## src/hw/fcct_defines.vh

```
// Operation
// - channel C/D role bit: 0 output compare, 1 input capture
// - compare pin action: 00 none, 01 low, 10 high, 11 toggle
// - capture edge: 00 rising, 01 falling, 1X both edges
// - bits 7 and 3 of the C/D io control register read as 1
// - 16-bit readable/writable up-counter, source from clock select, reset to 0000
// - channel A compare with clear bit set clears counter and sets flag A
// - wrap FFFF to 0000 sets overflow flag; interrupt if enabled
// - compare register equal to counter sets match flag; interrupt if enabled
// - capture edge loads counter into register, sets flag; interrupt if enabled
// - two buffer enables make C buffer A and D buffer B
// - buffered compare A copies C into A at each A match
// - buffered capture A moves old A into C, counter into A
// - general registers 16 bits, 16-bit access only, reset to FFFF
// - counter free-runs after reset, counts only while run bit is 1; here the run bit resets to 0, so the counter holds 0000 until it is set
// - fixed-level action on a pin already at that level changes nothing
// - PWM: A is period, B..D duty, all registers forced to compare
// - PWM level bit 1: high at A match, low at duty match; 0 reversed
// - PWM pins ignore the compare pin-action fields
// - PWM duty equal to period leaves the pin unchanged
// - PWM with D buffering B copies D into B at each B match
// - compare match acts only when the counter advances past the equal value
// - flag clears only by reading it as 1 then writing 0
`ifndef FCCT_DEFINES_VH
`define FCCT_DEFINES_VH
`define FCCT_OFS_MODE 8'h00
`define FCCT_OFS_CTRL 8'h04
`define FCCT_OFS_IE 8'h08
`define FCCT_OFS_STAT 8'h0C
`define FCCT_OFS_IOAB 8'h10
`define FCCT_OFS_IOCD 8'h14
`define FCCT_OFS_CNT 8'h18
`define FCCT_OFS_GRA 8'h1C
`define FCCT_OFS_GRB 8'h20
`define FCCT_OFS_GRC 8'h24
`define FCCT_OFS_GRD 8'h28
`define FCCT_MODE_RUN 0
`define FCCT_MODE_BUFA 1
`define FCCT_MODE_BUFB 2
`define FCCT_MODE_PWMB 3
`define FCCT_MODE_PWMC 4
`define FCCT_MODE_PWMD 5
`define FCCT_CTRL_LVLB 0
`define FCCT_CTRL_LVLC 1
`define FCCT_CTRL_LVLD 2
`define FCCT_CTRL_CKS_HI 6
`define FCCT_CTRL_CKS_LO 4
`define FCCT_CTRL_COUNTER_CLEAR_ON_MATCH_A 7
`define FCCT_IE_OVERFLOW_IRQ_ENABLE 7
`define FCCT_STAT_OVF 7
`define FCCT_IO_RSVD 8'h88
`define FCCT_CNT_RST 16'h0000
`define FCCT_CNT_MAX 16'hFFFF
`define FCCT_GR_RST 16'hFFFF
`define FCCT_RESP_OKAY 2'h0
`define FCCT_RESP_SLVERR 2'h2
`endif

```

## src/hw/fcct_timer.v

```verilog
// Added by the designer: the register offsets and register access over AXI4-Lite.
`timescale 1ns/100ps
`include "fcct_defines.vh"
module fcct_timer (
  input wire mclk,
  input wire arst_n,
  input wire [7:0] s_axi_awaddr,
  input wire s_axi_awvalid,
  output wire s_axi_awready,
  input wire [31:0] s_axi_wdata,
  input wire [3:0] s_axi_wstrb,
  input wire s_axi_wvalid,
  output wire s_axi_wready,
  output wire [1:0] s_axi_bresp,
  output wire s_axi_bvalid,
  input wire s_axi_bready,
  input wire [7:0] s_axi_araddr,
  input wire s_axi_arvalid,
  output wire s_axi_arready,
  output wire [31:0] s_axi_rdata,
  output wire [1:0] s_axi_rresp,
  output wire s_axi_rvalid,
  input wire s_axi_rready,
  input wire [3:0] timerPinIn,
  output wire [3:0] timerPinOut,
  output wire [3:0] timerPinOe,
  input wire extClkIn,
  output wire irqReq
);

  // bus slave state
  reg awHeld_ff;
  reg [7:0] awAddr_ff;
  reg wHeld_ff;
  reg [31:0] wData_ff;
  reg [3:0] wStrb_ff;
  reg bvalid_ff;
  reg [1:0] bresp_ff;
  reg rvalid_ff;
  reg [31:0] rdata_ff;
  reg [1:0] rresp_ff;

  // timer registers
  reg [5:0] mode_ff;
  reg [7:0] ctrl_ff;
  reg [3:0] matchIe_ff;
  reg ovfIe_ff;
  reg [3:0] flag_ff;
  reg ovf_ff;
  reg [4:0] arm_ff;
  reg [7:0] ioAb_ff;
  reg [7:0] ioCd_ff;
  reg [15:0] cnt_ff;
  reg [15:0] gr_ff [0:3];
  reg [3:0] pin_ff;
  reg [3:0] pinPrev_ff;
  reg extPrev_ff;
  reg [2:0] presc_ff;
  reg irq_ff;

  wire [3:0] matchEv;
  wire [3:0] capEv;
  wire [3:0] icRole;
  wire [3:0] nxtPin;
  wire [15:0] nxtGr [0:3];
  reg [31:0] nxtRdata;
  reg [1:0] nxtRresp;
  reg srcTick;
  integer k;

  // handshakes
  assign s_axi_awready = ~awHeld_ff & ~bvalid_ff;
  assign s_axi_wready = ~wHeld_ff & ~bvalid_ff;
  assign s_axi_bvalid = bvalid_ff;
  assign s_axi_bresp = bresp_ff;
  assign s_axi_arready = ~rvalid_ff;
  assign s_axi_rvalid = rvalid_ff;
  assign s_axi_rdata = rdata_ff;
  assign s_axi_rresp = rresp_ff;

  wire wrFire = awHeld_ff & wHeld_ff & ~bvalid_ff;
  wire rdFire = s_axi_arvalid & ~rvalid_ff;
  // narrow writes to 16-bit registers would tear the value, so they are refused
  wire wr16Ok = (wStrb_ff[1:0] == 2'h3);
  wire wr8Ok = wStrb_ff[0];

  wire hitMode = (awAddr_ff == `FCCT_OFS_MODE);
  wire hitCtrl = (awAddr_ff == `FCCT_OFS_CTRL);
  wire hitIe = (awAddr_ff == `FCCT_OFS_IE);
  wire hitStat = (awAddr_ff == `FCCT_OFS_STAT);
  wire hitIoAb = (awAddr_ff == `FCCT_OFS_IOAB);
  wire hitIoCd = (awAddr_ff == `FCCT_OFS_IOCD);
  wire hitCnt = (awAddr_ff == `FCCT_OFS_CNT);
  wire [3:0] hitGr;
  wire hit8 = hitMode | hitCtrl | hitIe | hitStat | hitIoAb | hitIoCd;
  wire hit16 = hitCnt | (|hitGr);
  wire wrOk = (hit8 & wr8Ok) | (hit16 & wr16Ok);

  wire stWr = wrFire & hitStat & wr8Ok;
  wire cntWr = wrFire & hitCnt & wr16Ok;
  wire rdStat = rdFire & (s_axi_araddr == `FCCT_OFS_STAT);

  // mode decode
  wire runOn = mode_ff[`FCCT_MODE_RUN];
  wire [1:0] bufEn = {mode_ff[`FCCT_MODE_BUFB], mode_ff[`FCCT_MODE_BUFA]};
  wire [3:0] pwmSel = {mode_ff[`FCCT_MODE_PWMD], mode_ff[`FCCT_MODE_PWMC],
                       mode_ff[`FCCT_MODE_PWMB], 1'b0};
  wire pwmAny = |pwmSel;
  wire [3:0] pwmLvl = {ctrl_ff[`FCCT_CTRL_LVLD], ctrl_ff[`FCCT_CTRL_LVLC],
                       ctrl_ff[`FCCT_CTRL_LVLB], 1'b0};
  wire [2:0] clkSel = ctrl_ff[`FCCT_CTRL_CKS_HI:`FCCT_CTRL_CKS_LO];
  wire cclrOn = ctrl_ff[`FCCT_CTRL_COUNTER_CLEAR_ON_MATCH_A];

  // count source: mclk, mclk/2, /4, /8 or rising edge of the external clock
  always @* begin
    case (clkSel)
      3'h0: srcTick = 1'b1;
      3'h1: srcTick = presc_ff[0];
      3'h2: srcTick = &presc_ff[1:0];
      3'h3: srcTick = &presc_ff;
      default: srcTick = extClkIn & ~extPrev_ff;
    endcase
  end

  wire cntTick = runOn & srcTick;
  wire clrCnt = matchEv[0] & cclrOn;
  wire ovfEv = cntTick & (cnt_ff == `FCCT_CNT_MAX) & ~clrCnt & ~cntWr;

  genvar i;
  generate
    for (i = 0; i < 4; i = i + 1) begin : gCh
      localparam integer P = i ^ 2;
      localparam integer GOF = `FCCT_OFS_GRA + 4 * i;
      wire [7:0] ioReg = (i < 2) ? ioAb_ff : ioCd_ff;
      wire [2:0] ioF = (i % 2 == 1) ? ioReg[6:4] : ioReg[2:0];
      wire [1:0] act = ioF[1:0];
      // a buffer register only shadows its partner; it neither compares nor captures
      wire isBuf = (i >= 2) & bufEn[i % 2];
      wire hasBuf = (i < 2) & bufEn[i % 2];
      wire rise = timerPinIn[i] & ~pinPrev_ff[i];
      wire fall = ~timerPinIn[i] & pinPrev_ff[i];
      reg edgeHit;
      wire grWr = wrFire & (awAddr_ff == GOF[7:0]) & wr16Ok;
      wire pin = pin_ff[i];
      reg ocNext;
      reg pwmNext;

      assign hitGr[i] = (awAddr_ff == GOF[7:0]);
      assign icRole[i] = ioF[2] & ~pwmAny;
      assign capEv[i] = icRole[i] & ~isBuf & edgeHit;
      // match fires on the tick that moves the counter off the equal value
      assign matchEv[i] = ~icRole[i] & ~isBuf & cntTick & (cnt_ff == gr_ff[i]);

      // hardware loads win over a software write landing in the same cycle
      assign nxtGr[i] = capEv[i] ? cnt_ff :
                        (hasBuf & matchEv[i]) ? gr_ff[P] :
                        (isBuf & capEv[P]) ? gr_ff[P] :
                        grWr ? wData_ff[15:0] : gr_ff[i];

      always @* begin
        ocNext = pin;
        if (matchEv[i]) begin
          case (act)
            2'h1: ocNext = 1'b0;
            2'h2: ocNext = 1'b1;
            2'h3: ocNext = ~pin;
            default: ocNext = pin;
          endcase
        end
      end

      always @* begin
        case (ioF[1:0])
          2'h0: edgeHit = rise;
          2'h1: edgeHit = fall;
          default: edgeHit = rise | fall;
        endcase
      end

      always @* begin
        pwmNext = pin;
        if (gr_ff[i] == gr_ff[0]) begin
          pwmNext = pin;
        end else if (matchEv[i]) begin
          pwmNext = ~pwmLvl[i];
        end else if (matchEv[0]) begin
          pwmNext = pwmLvl[i];
        end
      end
      assign nxtPin[i] = pwmSel[i] ? pwmNext : ocNext;
    end
  endgenerate

  assign timerPinOut = pin_ff;
  assign timerPinOe = ~icRole;
  assign irqReq = irq_ff;

  // read data mux
  always @* begin
    nxtRresp = `FCCT_RESP_OKAY;
    case (s_axi_araddr)
      `FCCT_OFS_MODE: nxtRdata = {26'h0000000, mode_ff};
      `FCCT_OFS_CTRL: nxtRdata = {24'h000000, ctrl_ff};
      `FCCT_OFS_IE: nxtRdata = {24'h000000, ovfIe_ff, 3'h0, matchIe_ff};
      `FCCT_OFS_STAT: nxtRdata = {24'h000000, ovf_ff, 3'h0, flag_ff};
      `FCCT_OFS_IOAB: nxtRdata = {24'h000000, ioAb_ff | `FCCT_IO_RSVD};
      `FCCT_OFS_IOCD: nxtRdata = {24'h000000, ioCd_ff | `FCCT_IO_RSVD};
      `FCCT_OFS_CNT: nxtRdata = {16'h0000, cnt_ff};
      `FCCT_OFS_GRA: nxtRdata = {16'h0000, gr_ff[0]};
      `FCCT_OFS_GRB: nxtRdata = {16'h0000, gr_ff[1]};
      `FCCT_OFS_GRC: nxtRdata = {16'h0000, gr_ff[2]};
      `FCCT_OFS_GRD: nxtRdata = {16'h0000, gr_ff[3]};
      default: begin
        nxtRdata = 32'h00000000;
        nxtRresp = `FCCT_RESP_SLVERR;
      end
    endcase
  end

  // bus channels
  always @(posedge mclk or negedge arst_n) begin
    if (!arst_n) begin
      awHeld_ff <= 1'b0;
      awAddr_ff <= 8'h00;
    end else begin
      if (s_axi_awvalid & s_axi_awready) begin
        awHeld_ff <= 1'b1;
        awAddr_ff <= s_axi_awaddr;
      end else if (wrFire) begin
        awHeld_ff <= 1'b0;
      end
    end
  end

  always @(posedge mclk or negedge arst_n) begin
    if (!arst_n) begin
      wHeld_ff <= 1'b0;
      wData_ff <= 32'h00000000;
      wStrb_ff <= 4'h0;
    end else begin
      if (s_axi_wvalid & s_axi_wready) begin
        wHeld_ff <= 1'b1;
        wData_ff <= s_axi_wdata;
        wStrb_ff <= s_axi_wstrb;
      end else if (wrFire) begin
        wHeld_ff <= 1'b0;
      end
    end
  end

  // the response waits for both halves of the write
  always @(posedge mclk or negedge arst_n) begin
    if (!arst_n) begin
      bvalid_ff <= 1'b0;
      bresp_ff <= `FCCT_RESP_OKAY;
    end else begin
      if (wrFire) begin
        bvalid_ff <= 1'b1;
        bresp_ff <= wrOk ? `FCCT_RESP_OKAY : `FCCT_RESP_SLVERR;
      end else if (s_axi_bready) begin
        bvalid_ff <= 1'b0;
      end
    end
  end

  always @(posedge mclk or negedge arst_n) begin
    if (!arst_n) begin
      rvalid_ff <= 1'b0;
      rdata_ff <= 32'h00000000;
      rresp_ff <= `FCCT_RESP_OKAY;
    end else begin
      if (rdFire) begin
        rvalid_ff <= 1'b1;
        rdata_ff <= nxtRdata;
        rresp_ff <= nxtRresp;
      end else if (s_axi_rready) begin
        rvalid_ff <= 1'b0;
      end
    end
  end

  // control registers
  always @(posedge mclk or negedge arst_n) begin
    if (!arst_n) begin
      mode_ff <= 6'h00;
      ctrl_ff <= 8'h00;
      matchIe_ff <= 4'h0;
      ovfIe_ff <= 1'b0;
      ioAb_ff <= `FCCT_IO_RSVD;
      ioCd_ff <= `FCCT_IO_RSVD;
    end else if (wrFire & wr8Ok) begin
      if (hitMode) begin
        mode_ff <= wData_ff[5:0];
      end
      if (hitCtrl) begin
        ctrl_ff <= wData_ff[7:0];
      end
      if (hitIe) begin
        matchIe_ff <= wData_ff[3:0];
        ovfIe_ff <= wData_ff[`FCCT_IE_OVERFLOW_IRQ_ENABLE];
      end
      if (hitIoAb) begin
        ioAb_ff <= wData_ff[7:0] | `FCCT_IO_RSVD;
      end
      if (hitIoCd) begin
        ioCd_ff <= wData_ff[7:0] | `FCCT_IO_RSVD;
      end
    end
  end

  // a new event wins over a clear in the same cycle
  always @(posedge mclk or negedge arst_n) begin
    if (!arst_n) begin
      flag_ff <= 4'h0;
      ovf_ff <= 1'b0;
      arm_ff <= 5'h00;
    end else begin
      flag_ff <= (matchEv | capEv) |
                 (flag_ff & ~({4{stWr}} & ~wData_ff[3:0] & arm_ff[3:0]));
      ovf_ff <= ovfEv |
                (ovf_ff & ~(stWr & ~wData_ff[`FCCT_STAT_OVF] & arm_ff[4]));
      // only bits seen as 1 by a status read may be cleared by the next write
      if (rdStat) begin
        arm_ff <= {ovf_ff, flag_ff};
      end else if (stWr) begin
        arm_ff <= 5'h00;
      end
    end
  end

  // clear from match A outranks a software write, which outranks a tick
  always @(posedge mclk or negedge arst_n) begin
    if (!arst_n) begin
      cnt_ff <= `FCCT_CNT_RST;
      presc_ff <= 3'h0;
      extPrev_ff <= 1'b0;
    end else begin
      if (clrCnt) begin
        cnt_ff <= `FCCT_CNT_RST;
      end else if (cntWr) begin
        cnt_ff <= wData_ff[15:0];
      end else if (cntTick) begin
        cnt_ff <= cnt_ff + 16'h0001;
      end
      presc_ff <= presc_ff + 3'h1;
      extPrev_ff <= extClkIn;
    end
  end

  // capture, buffer and software loads are chosen per channel above
  always @(posedge mclk or negedge arst_n) begin
    if (!arst_n) begin
      for (k = 0; k < 4; k = k + 1) begin
        gr_ff[k] <= `FCCT_GR_RST;
      end
    end else begin
      for (k = 0; k < 4; k = k + 1) begin
        gr_ff[k] <= nxtGr[k];
      end
    end
  end

  // pin inputs are taken as synchronous; an async source needs a synchroniser outside
  always @(posedge mclk or negedge arst_n) begin
    if (!arst_n) begin
      pin_ff <= 4'h0;
      pinPrev_ff <= 4'h0;
      irq_ff <= 1'b0;
    end else begin
      pin_ff <= nxtPin;
      pinPrev_ff <= timerPinIn;
      // request follows the enabled sticky flags, one cycle late
      irq_ff <= (|(flag_ff & matchIe_ff)) | (ovf_ff & ovfIe_ff);
    end
  end

endmodule

```

## config.mk

```make
export PLATFORM = sky130hd
export DESIGN_NAME = fcct_timer
export DESIGN_NICKNAME = d
export VERILOG_FILES = /design/src/hw/fcct_timer.v
export VERILOG_INCLUDE_DIRS = /design/src /design/src/hw
export SDC_FILE = /design/constraint.sdc
export NUM_CORES = 1
export LEC_CHECK = 0
export BUFFER_PORTS_ARGS = -buffer_cell sky130_fd_sc_hd__buf_2
export CELL_PAD_IN_SITES_DETAIL_PLACEMENT = 0
export CELL_PAD_IN_SITES_GLOBAL_PLACEMENT = 2
export CORE_MARGIN = 10
export CORE_UTILIZATION = 38
export DETAILED_ROUTE_END_ITERATION = 10
export MAX_ROUTING_LAYER = met4
export PLACE_DENSITY = 0.91
export SYNTH_ARGS = -nofsm -noshare
export SYNTH_HDL_FRONTEND = slang
export SYNTH_SLANG_ARGS = --single-unit
```

## constraint.sdc

```tcl
create_clock -name mclk -period 3.6 [get_ports mclk]
set_clock_uncertainty 0.05 [all_clocks]
set_input_delay 0.72 -clock mclk [delete_from_list [all_inputs] [get_ports mclk]]
set_output_delay 0.72 -clock mclk [all_outputs]
set_load 0.01 [all_outputs]
```

### After elaboration in Yosys (flattened, before gate mapping)

Index checks and enable logic that the tools add are counted.

* register bits after elaboration: 200
* input port bits: 64
* output and inout port bits: 50
* word-level logic and storage cells: 292

* add/sub/neg operators: 2
* equal/unequal tests: 47
* mux-type cells: 51
* bitwise logic cells: 118
* reductions and logical operators: 42

Operator list (number)
* 16-bit two-way mux: 15
* 16-bit one-hot mux with 11 select lines: 1
* 16-bit == test: 7
* 1-bit bitwise AND: 65
* 8-bit by 5-bit == test with 1-bit output, second input constant: 8
* 8-bit by 6-bit == test with 1-bit output, second input constant: 6
* 8-bit by 4-bit == test with 1-bit output, second input constant: 4
* 1-bit NOT: 31
* 3-bit nonzero test: 9
* 1-bit two-way mux: 22
* 2-bit == test, second input constant: 9
* 16-bit by 1-bit adder with 16-bit output, second input constant: 1
* 4-bit bitwise AND: 4
* 16-bit == test, second input constant: 1
* 8-bit by 3-bit == test with 1-bit output, second input constant: 2
* 8-bit zero test: 2
* 2-bit nonzero test: 8
* 2-bit AND reduction: 7
* 1-bit bitwise OR: 13
* 4-bit NOT: 3
* 1-bit one-hot mux with 3 select lines: 4
* 4-bit AND reduction: 3
* 4-bit nonzero test: 3
* 11-bit OR reduction: 1
* 15 further kinds: 31

### Longest topological paths before layout

Gate-level depths: netlist (run 1).

* depth in word-level cells: 11
* depth in mapped cells: 10

### Worst setup path after synthesis (run 1)

OpenSTA, ideal clock, no wires.

* path kind: input to register
* start: in s_axi_araddr[5]
* end: reg rdata_ff[10], in the netlist s_axi_rdata[10]
* library setup time: 0.066 ns
* arrival time: 2.496 ns
* required time: 3.484 ns
* path slack: 0.987 ns
* stages on the path: 7
* path buffers: 2
* path through: buf_2 or4b_2 clkbuf_1 nor4_2 a22oi_1 nand3_1 a22o_1

* cells in the longest elaborated chain, start to end: 2
* elaborated cells between the ends (all ways): 12
* those cells by class: 10 x eq/ne; 1 x mux; 1 x reduce/logical

Ends and longest elaborated chain
* start, declared: line fcct_timer.v:17 `input wire [7:0] s_axi_araddr,`
* 8-bit by 6-bit == test with 1-bit output, or another cell as far along: line fcct_timer.v:201 `case (s_axi_araddr)`
* 16-bit one-hot mux with 11 select lines *: line fcct_timer.v:201
* end signal, assigned: line fcct_timer.v:274 `rdata_ff <= nxtRdata;`
* end, declared: line fcct_timer.v:40 `reg [31:0] rdata_ff;`

Every way passes the cells marked *; elsewhere a longest branch is shown, timed or not.
A chain may end at the register's enable or synchronous reset.

### Final worst setup path (run 1)

* start: reg ctrl_ff[4]
* end: reg ovf_ff

* cells in the longest elaborated chain, start to end: 10
* elaborated cells between the ends (all ways): 14
* those cells by class: 3 x eq/ne; 1 x mux; 9 x bitwise; 1 x reduce/logical

Ends and longest elaborated chain
* start, declared: line fcct_timer.v:45 `reg [7:0] ctrl_ff;`
* start signal, assigned: line fcct_timer.v:296 `ctrl_ff <= wData_ff[7:0];`
* 3-bit by 2-bit == test with 1-bit output, or another cell as far along: line fcct_timer.v:116 `case (clkSel)`
* 1-bit one-hot mux with 4 select lines *: line fcct_timer.v:116
* 1-bit bitwise AND *: line fcct_timer.v:125 `wire cntTick = runOn & srcTick;`
* 1-bit bitwise AND (2 in a row): line fcct_timer.v:152 `assign matchEv[i] = ~icRole[i] & ~isBuf & cntTick & (cnt_ff == gr_ff[i]);`
* 1-bit bitwise AND: line fcct_timer.v:126 `wire clrCnt = matchEv[0] & cclrOn;`
* 1-bit NOT: line fcct_timer.v:127 `` wire ovfEv = cntTick & (cnt_ff == `FCCT_CNT_MAX) & ~clrCnt & ~cntWr; ``
* 1-bit bitwise AND * (2 in a row): line fcct_timer.v:127
* 1-bit bitwise OR *: line fcct_timer.v:320 `ovf_ff <= ovfEv |`
* end signal, assigned: line fcct_timer.v:320
* end, declared: line fcct_timer.v:49 `reg ovf_ff;`

Marked as above.

==> flow_summary.toml, run 1 <==
[detailed_routing]
wl_per_cell_um = 24.16
viasPerCell = 5.994
via_count = 10050
drt-pass1-iter-count = 7
route.detailed.drc = 0
routed_wl_um = 40520
drt_iter0_markers = 1006
detail-route-antenna-nets = 0

[setup_path]
path_cells = "inv_1 -> o41ai_1 -> nor4_1 -> buf_4 -> and2_1 -> or4_1 -> nand2_1"
startpoint_type = "flip-flop"
r2r_setup_slack_ps = 580
cp.required_ps = 3930
cp_slowest_cell = "or4_1"
worst-path-max-fanout = 12
arrival_ps = 3350
cp.buffers_inverters = 2
cp_top_family = "simple AND/OR/NAND/NOR gates"
worst_path_largest_cell_delay_ps = 740
critPathKind = "reg -> reg"
cp-end-kind = "flip-flop"

[global_route]
grt_pass1_wl_um = 61880
grt_max_degree = 69
overflow = 0
first_global_vias = 9809
grtUsageTotal_pct = 21.21
antenna_found_initial = 0

[synth]
yosys-top-cells-area = "dfrtp_1 25%, dfstp_2 14%, mux2_2 7.1%"
synth_edf_count = 0
synthArstFlopShare_pct = 100.0
syn_inst = 1236
yosysWarnings = 0
synth_seq_area_share_pct = 39.52
synth_seq_cells = 182
synth.avg_cell_area_um2 = 9.487
synth_top_area_cell = "dfrtp_1"
syn_area_um2 = 11730
ys_types = 75
yosysTopAreaCellShare_pct = 25.18
synth_ff_type = "dfrtp_1"

[cells_and_area]
syn_to_final_growth_pct = 11.22
fillCellCount = 2969
diodes = 0
final_cell_count_no_fill = 1677
postLayoutCoreUtil_pct = 42.75
layout_commonest_cell = "nand2_1"
final_cell_mix = "128 x nand2_1, 118 x dfrtp_1, 77 x xnor2_1, 76 x mux2i_1, 76 x buf_2"
nets = 1344
drive_gt1_share_pct = 24.36

[clocking]
cts_root_buf = "clkbuf_16"
tritoncts = "done"
cts_hold_buf = 0
clk_pin_slew_ps = 80
cts_buffers = 17
postCtsSetupRepairBufs = 0
htreeDepth = 4
numClockSinks = 182
cts_buffer_depth = 2
ctsResizeCount = 0
insertion_delay_ps = 450

[power_and_ir_drop]
p_leak_nw = 5.737
ir_drop_mv = 0.3227
power_density_nw_per_um2 = 619.3
fin_total_pwr_w = 0.008077

[sta]
hold_violations = 0
rsz0062_at_grt = "false"
setup_viol = 0
tns_ps = 0
slew_headroom_pct = 33.77
fin_crit_ps = 3019
slew_viol_final = 0
fmax_mhz = 331.2
finalCritPeriodShare_pct = 83.86
tightest_slew_ps = 993.5
setup_ws_ps = 580.9

[floorplan]
ios = 114
die_h_um = 195.7
rows = 64
start_util_pct = 38.44
core_um2 = 30510
die_x_um = 195.7
die_area_um2 = 38280

[outcome]
outcome = "complete, no violations"

[placed_design]
pre_cts_slack_ps = 720.9
port_buffers = 77
dpl.hpwl_um = 29190
gp_congestion = 0.9757
placed_cells = 1646

[hold_path]
hold_class = "in -> async"

[run]
max-cap-violations = 0
==> layout make-up <==
| type | count | area (um2) | area share, % |
|---|---|---|---|
| tap | 396 | 495.5 | 3.799 |
| clock buffer | 18 | 439.2 | 3.367 |
| sequential | 182 | 4634 | 35.53 |
| clock inverter | 13 | 111.4 | 0.8538 |
| multi-input combinational | 921 | 6500 | 49.84 |
| timing repair buffer | 125 | 779.5 | 5.977 |
| inverter | 22 | 82.58 | 0.6332 |
==> logic make-up after synthesis <==
| group | after synthesis | share of synthesized area, % |
|---|---|---|
| AO/OA/AOI/OAI | 267 | 15.57 |
| XOR/XNOR | 112 | 8.365 |
| adder cells (fa/ha/maj) | 11 | 1.174 |
| buffers and inverters | 150 | 5.612 |
| flip-flops | 182 | 39.52 |
| multiplexers | 154 | 14.36 |
| other | 1 | 0.03198 |
| AND/OR/NAND/NOR | 359 | 15.36 |
==> sequential cells by signal (all words and copies together) (netlist names), 5 cells and up <==
| signal | flops |
|---|---|
| s_axi_rdata | 16 |
| wData_ff | 16 |
| gr_ff | 64 |
| gCh.ioReg | 12 |
| cnt_ff | 16 |
| arm_ff | 5 |
| mode_ff | 6 |
| ctrl_ff | 8 |
| awAddr_ff | 8 |
==> synth_stat cells, drive strengths merged, types with 5 or more instances <==
| cell type | count |
|---|---|
| nand3 | 39 |
| a21oi | 32 |
| mux2i | 76 |
| a211oi | 22 |
| nor2 | 51 |
| xnor2 | 77 |
| nor3 | 19 |
| or4 | 5 |
| a32oi | 13 |
| clkbuf | 89 |
| dfrtp | 118 |
| xor2 | 35 |
| dfstp | 64 |
| a22o | 12 |
| nor2b | 12 |
| nor4 | 15 |
| o21ai | 76 |
| buf | 39 |
| inv | 22 |
| a22oi | 25 |
| nand2 | 129 |
| nand2b | 8 |
| o22ai | 18 |
| and2 | 8 |
| nand4 | 30 |
| ha | 11 |
| nor4b | 5 |
| mux2 | 74 |
| and3 | 7 |
| or3 | 9 |
| nand3b | 6 |
| a21o | 16 |
| o211ai | 9 |
==> routing by layer <==
metal / global-route usage, % / up-vias / wire [um]
li1: - / 4507 / -
met1: 27.53 / 5016 / 17570
met2: 32.70 / 451 / 18670
met3: 4.297 / 78 / 3117
met4: 6.505 / 0 / 1162
met5: - / - / 0
==> worst reg2reg max path, stage by stage (launching register included) <==
cell and delay (ps):
dfrtp_1 510, inv_1 120, o41ai_1 730, nor4_1 180, buf_4 200, and2_1 300, or4_1 740, nand2_1 130
==> through the flow <==
step | cell area, um2 | hold WS, ps
after global routing | 13040 | 263.8
after floorplan | 11790 | 374.4
final | 13040 | 214.4
after global placement | 12490 | 402.8
after CTS | 13040 | 255.3
after detailed placement | 12490 | 409.8
==> path summary, 6_finish.rpt <==
kind,startpoint,cells after the start,endpoint
max,ctrl_ff[4],7,ovf_ff
min,arst_n,1,wData_ff[11]
max reg2reg,ctrl_ff[4],7,ovf_ff
min reg2reg,presc_ff[1],1,presc_ff[1]
max in group asynchronous,arst_n,2,gr_ff[3]
min in group mclk,extClkIn,1,extPrev_ff
==> report_power, final <==
part | switching (W) | total [W] | internal [W]
Combinational | 0.00111 | 0.00231 | 0.00120
Clock | 0.000937 | 0.00186 | 0.000924
Sequential | 0.00121 | 0.00391 | 0.00270
Power figures use the tool's default switching activity.
==> run 2: changes to the inputs <==
clock period = 2.9 ns   (was 3.6 ns; I/O delays follow)
==> run 2 against run 1 <==
Global-route usage increased by 0.20 points; combinational power increased by 39%; non-clock buffer count increased by 36; wire length increased by 0.55%; worst hold slack got worse by 190 ps; largest power group unchanged; first-iteration DRC count decreased by 6.0%; critical path type unchanged; worst setup slack got worse by 370 ps; largest cell class unchanged; sequential share of layout area decreased by 0.89 points.
==> flow_summary.toml, run 2 (synthesis results as in run 1) <==
[placed_design]
place_area_um2 = 12770
gp_congestion = 0.9702
dpl.hpwl_um = 30160
placed_cells = 1682
port_buffers = 77

[sta]
tightest_slew_ps = 808.2
slew_headroom_pct = 45.98
fmax_mhz = 372.5
tns_ps = 0
slew_viol_final = 0
finalCritPeriodShare_pct = 92.57
rsz0062_at_grt = "false"
fin_crit_ps = 2685
hold_violations = 0
setup_viol = 0

[clocking]
numClockSinks = 182
cts_root_buf = "clkbuf_16"
tritoncts = "done"
cts_buffers = 17
cts_buffer_depth = 2
clk_pin_slew_ps = 80
htreeDepth = 4
insertion_delay_ps = 450

[detailed_routing]
drt-pass1-iter-count = 7
drt_iter0_markers = 946
routed_wl_um = 40740
wl_per_cell_um = 23.77
viasPerCell = 5.833
detail-route-antenna-nets = 0
via_count = 9998
route.detailed.drc = 0

[floorplan]
die_h_um = 195.7
core_um2 = 30510
ios = 114
rows = 64
die_x_um = 195.7
start_util_pct = 38.44
die_area_um2 = 38280

[hold_path]
hold_class = "in -> async"

[power_and_ir_drop]
clockPowerShare_pct = 23.8
p_leak_nw = 5.940
power.share.sequential_pct = 44.9
power_density_nw_per_um2 = 768.1
ir_drop_mv = 0.4499
p_comb_share_pct = 31.3
netSwitchingFraction_pct = 39.35
power_switching_w = 0.004044
fin_total_pwr_w = 0.01028
intPower_w = 0.006232

[global_route]
first_global_vias = 9894
antenna_found_initial = 0
grtUsageTotal_pct = 21.41
overflow = 0
grt_max_degree = 57
grt_pass1_wl_um = 62050

[cells_and_area]
final_cell_mix = "128 x nand2_1, 118 x dfrtp_1, 81 x buf_4, 77 x xnor2_1"
design_area_um2 = 13380
syn_to_final_growth_pct = 14.10
largest_register = "gr_ff"
final_cell_count_no_fill = 1714
layout_commonest_cell = "nand2_1"
drive_gt1_share_pct = 26.50
nets = 1380
largest_reg_flops = 64
postLayoutCoreUtil_pct = 43.85

[run]
max-cap-violations = 0

[setup_path]
worst-path-max-fanout = 7
startpoint_type = "flip-flop"
r2r_cells = 7
cp.required_ps = 3180
critPathKind = "reg -> reg"
cp-end-kind = "flip-flop"
arrival_ps = 2970

[outcome]
outcome = "complete, no violations"
==> run 2: power by group through the flow <==
stage                     clock network [W]  logic, W  registers (W)
final                               0.00244   0.00322        0.00462
after global routing                0.00258   0.00352        0.00470
after CTS                           0.00250   0.00321        0.00458
after detailed placement                  0   0.00319        0.00463
after global placement                    0   0.00314        0.00461
after floorplan                           0   0.00248        0.00389
==> run 2: path summary, 6_finish.rpt <==
path / slack (ps) / to / start
worst min-delay path: 30 / wData_ff[13] / arst_n
worst min register to register: 420 / presc_ff[1] / presc_ff[1]
max in group asynchronous: 2020 / gr_ff[1] / arst_n
worst max register to register: 220 / timerPinOut[3] / gr_ff[57]
min in group mclk: 220 / pinPrev_ff[0] / timerPinIn[0]
worst max-delay path: 220 / timerPinOut[3] / gr_ff[57]
==> run 2: critical path, cell delays in order (launching register included) <==
cell and delay, ps:
dfstp_2 640, xor2_1 90, nor4_1 420, and3_1 390, buf_4 190, nand4_1 140, a221oi_1 290, mux2_2 370
==> run 2: area by class of cell <==
| cell class | count | area (um2) |
|---|---|---|
| fillers | 2930 | 17130 |
| multi-input cells | 921 | 6513 |
| flip-flops and latches | 182 | 4634 |
| repair buffers | 161 | 1062 |
| well taps | 396 | 495.5 |
| clock buffers | 18 | 429.2 |
| clock inverters | 13 | 160.2 |
| inverters | 22 | 82.58 |
| diodes | 1 | 2.502 |
==> run 2: through the flow <==
step | setup slack (ps) | hold WS [ps]
after detailed placement | 153.2 | 410.5
after floorplan | 379.4 | 234.4
after global routing | 34.15 | 57.81
after CTS | 112.2 | 52.92
final | 215.4 | 27.51
after global placement | 134.1 | 406.2
==> run 2: metal layers <==
| layer | GRT usage (%) | vias to the layer above | wire length (um) |
|---|---|---|---|
| met5 | - | - | 0 |
| met4 | 6.391 | 0 | 983 |
| met3 | 3.120 | 57 | 2608 |
| met2 | 33.16 | 394 | 19030 |
| met1 | 28.47 | 4971 | 18120 |
| li1 | - | 4576 | - |
==> run 2: timing repair <==
action / in CTS / in global routing
hold buffers: 0 / 0
setup buffers: 0 / 0
endpoints found under the setup margin: 0 / 18
resized for setup: 0 / 2
==> run 3: changes to the inputs <==
BUFFER_PORTS_ARGS = default   (was -buffer_cell sky130_fd_sc_hd__buf_2)
CORE_UTILIZATION = 35   (was 38)
DONT_BUFFER_PORTS = 1   (was default)
PLACE_DENSITY = 0.81   (was 0.91)
==> run 3 against run 2 <==
The flow now finishes with violations (hold timing); non-clock buffer count down 83; sequential cell count unchanged; clock-buffer cell count up 2; clock power about the same; register-to-register slack worse by 150 ps; worst hold slack worse by 240 ps; critical path depth unchanged; maximum frequency down 5.3%; combinational power down 5%; sequential power up 2%; cell area down 3.1%.
==> flow_summary.toml, run 3 (synthesis results as in run 1) <==
[outcome]
outcome = "finished with violations"
violations = "hold timing"

[setup_path]
cp.required_ps = 3230
worst-path-stages = 7
r2r_setup_slack_ps = 70
arrival_ps = 3160
worst_path_largest_cell_delay_ps = 720
rr_startpoint = "ctrl_ff[4]"
cp-end-kind = "flip-flop"
r2r-end = "ovf_ff"
path_cells = "inv_1 -> o41ai_1 -> nor4_1 -> buf_4 -> and2_1 -> or4_1 -> nand2_1"
startpoint_type = "flip-flop"
cp_slowest_cell = "or4_1"
cp_top_family = "simple AND/OR/NAND/NOR gates"
crit_start = "ctrl_ff[4]"
cp.buffers_inverters = 2
r2r_cells = 7
critPathKind = "reg -> reg"
worst-path-max-fanout = 10
endpoint = "ovf_ff"

[power_and_ir_drop]
p_leak_nw = 5.569
power_density_nw_per_um2 = 785.3
ir_drop_mv = 0.5022

[cells_and_area]
drive_gt1_share_pct = 21.38
syn_to_final_growth_pct = 10.58
design_area_um2 = 12970
diodes = 0
nets = 1297
final_cell_mix = "128 x nand2_1, 118 x dfrtp_1, 77 x xnor2_1, 76 x mux2i_1, 76 x buf_4"
layout_commonest_cell = "nand2_1"
largest_reg_flops = 64
largest_register = "gr_ff"

[global_route]
grt_max_degree = 183
grt_pass1_wl_um = 63470
antenna_found_initial = 0
first_global_vias = 9688
grtUsageTotal_pct = 20.75
overflow = 0

[sta]
finalCritPeriodShare_pct = 97.71
setup_viol = 0
hold_violations = 119
rsz0062_at_grt = "true"
tightest_slew_ps = 889.6
fmax_mhz = 352.9
slew_viol_final = 0
hold_slack_ps = -210.4
slew_headroom_pct = 40.69
fin_crit_ps = 2834
tns_ps = 0

[hold_path]
hold_class = "in -> async"

[floorplan]
die_x_um = 203.0
core_um2 = 32780
start_util_pct = 35.77
die_h_um = 203.0
die_area_um2 = 41230
rows = 66
ios = 114

[run]
max-cap-violations = 0

[clocking]
cts_root_buf = "clkbuf_16"
cts_buffer_depth = 2
tritoncts = "done"
clk_pin_slew_ps = 70
htreeDepth = 4
numClockSinks = 182
insertion_delay_ps = 450
cts_buffers = 17
ctsResizeCount = 0

[detailed_routing]
viasPerCell = 5.769
wl_per_cell_um = 24.84
drt_iter0_markers = 850
routed_wl_um = 41660
drt-pass1-iter-count = 5
route.detailed.drc = 0
detail-route-antenna-nets = 0
via_count = 9674

[placed_design]
place_area_um2 = 12380
dpl.hpwl_um = 30330
gp_congestion = 0.9380
port_buffers = 0
run 3: cell types whose count changed in the layout (fill, tap and decap cells not counted), sizes merged:
cell	delta
inv	-3
diode	-1
clkbuf	+1
buf	-82
clkinv	+2
run 3: layer usage:
metal	up-vias	GRT usage, %	wire length (um)
li1	4404	-	-
met4	0	5.702	753
met2	382	32.15	19350
met3	34	3.582	3167
met5	-	-	0
met1	4854	27.43	18390
run 3: worst min path at each step:
stage | startpoint | end | depth (start not counted)
2_1_floorplan | arst_n | arm_ff[0] | 0
3_3_place_gp | arst_n | wData_ff[15] | 0
3_5_place_dp | arst_n | wData_ff[15] | 0
4_1_cts | arst_n | s_axi_bvalid | 0
5_1_grt | arst_n | cnt_ff[8] | 0
6_report | arst_n | wData_ff[11] | 0
run 3: worst register-to-register path, delay by kind of cell, from the launching register on:
family                 cells  cell delay [ps]
AOI/OAI and AO/OA          1              590
buffers and inverters      2              310
DFF                        1              510
and+or+nand+nor            4             1330
run 3: metrics by stage:
stage	total power [W]	setup slack (ps)	util [%]	hold WS (ps)	std cells
after floorplan	0.006374	379.4	-	234.4	1253
after global placement	0.007680	181.9	37.76	247.1	1645
after detailed placement	0.007739	169.3	37.76	248.6	1645
after CTS	0.01020	119.2	39.55	-234.3	1677
after global routing	0.01069	-93.66	39.55	-237.5	1677
final	0.01018	66.48	39.55	-210.4	1677
run 3: power by group:
part | internal, W | total, W | switching [W]
sequential | 0.00335 | 0.00469 | 0.00135
clock | 0.00131 | 0.00243 | 0.00112
combinational | 0.00156 | 0.00306 | 0.00150
total | 0.00621 | 0.0102 | 0.00397
run 3: timing repair:
action / CTS / global route
buffers inserted: 0 / 0
setup endpoints to repair: 0 / 2
hold endpoints to repair: 182 / 145
run 3: area by class of cell:
class	instances	area, um2
inverters	22	82.58
repair buffers	78	610.6
clock buffers	20	446.7
clock inverters	12	140.1
fillers	3275	19820
flip-flops and latches	182	4634
multi-input cells	921	6500
well taps	442	553.0
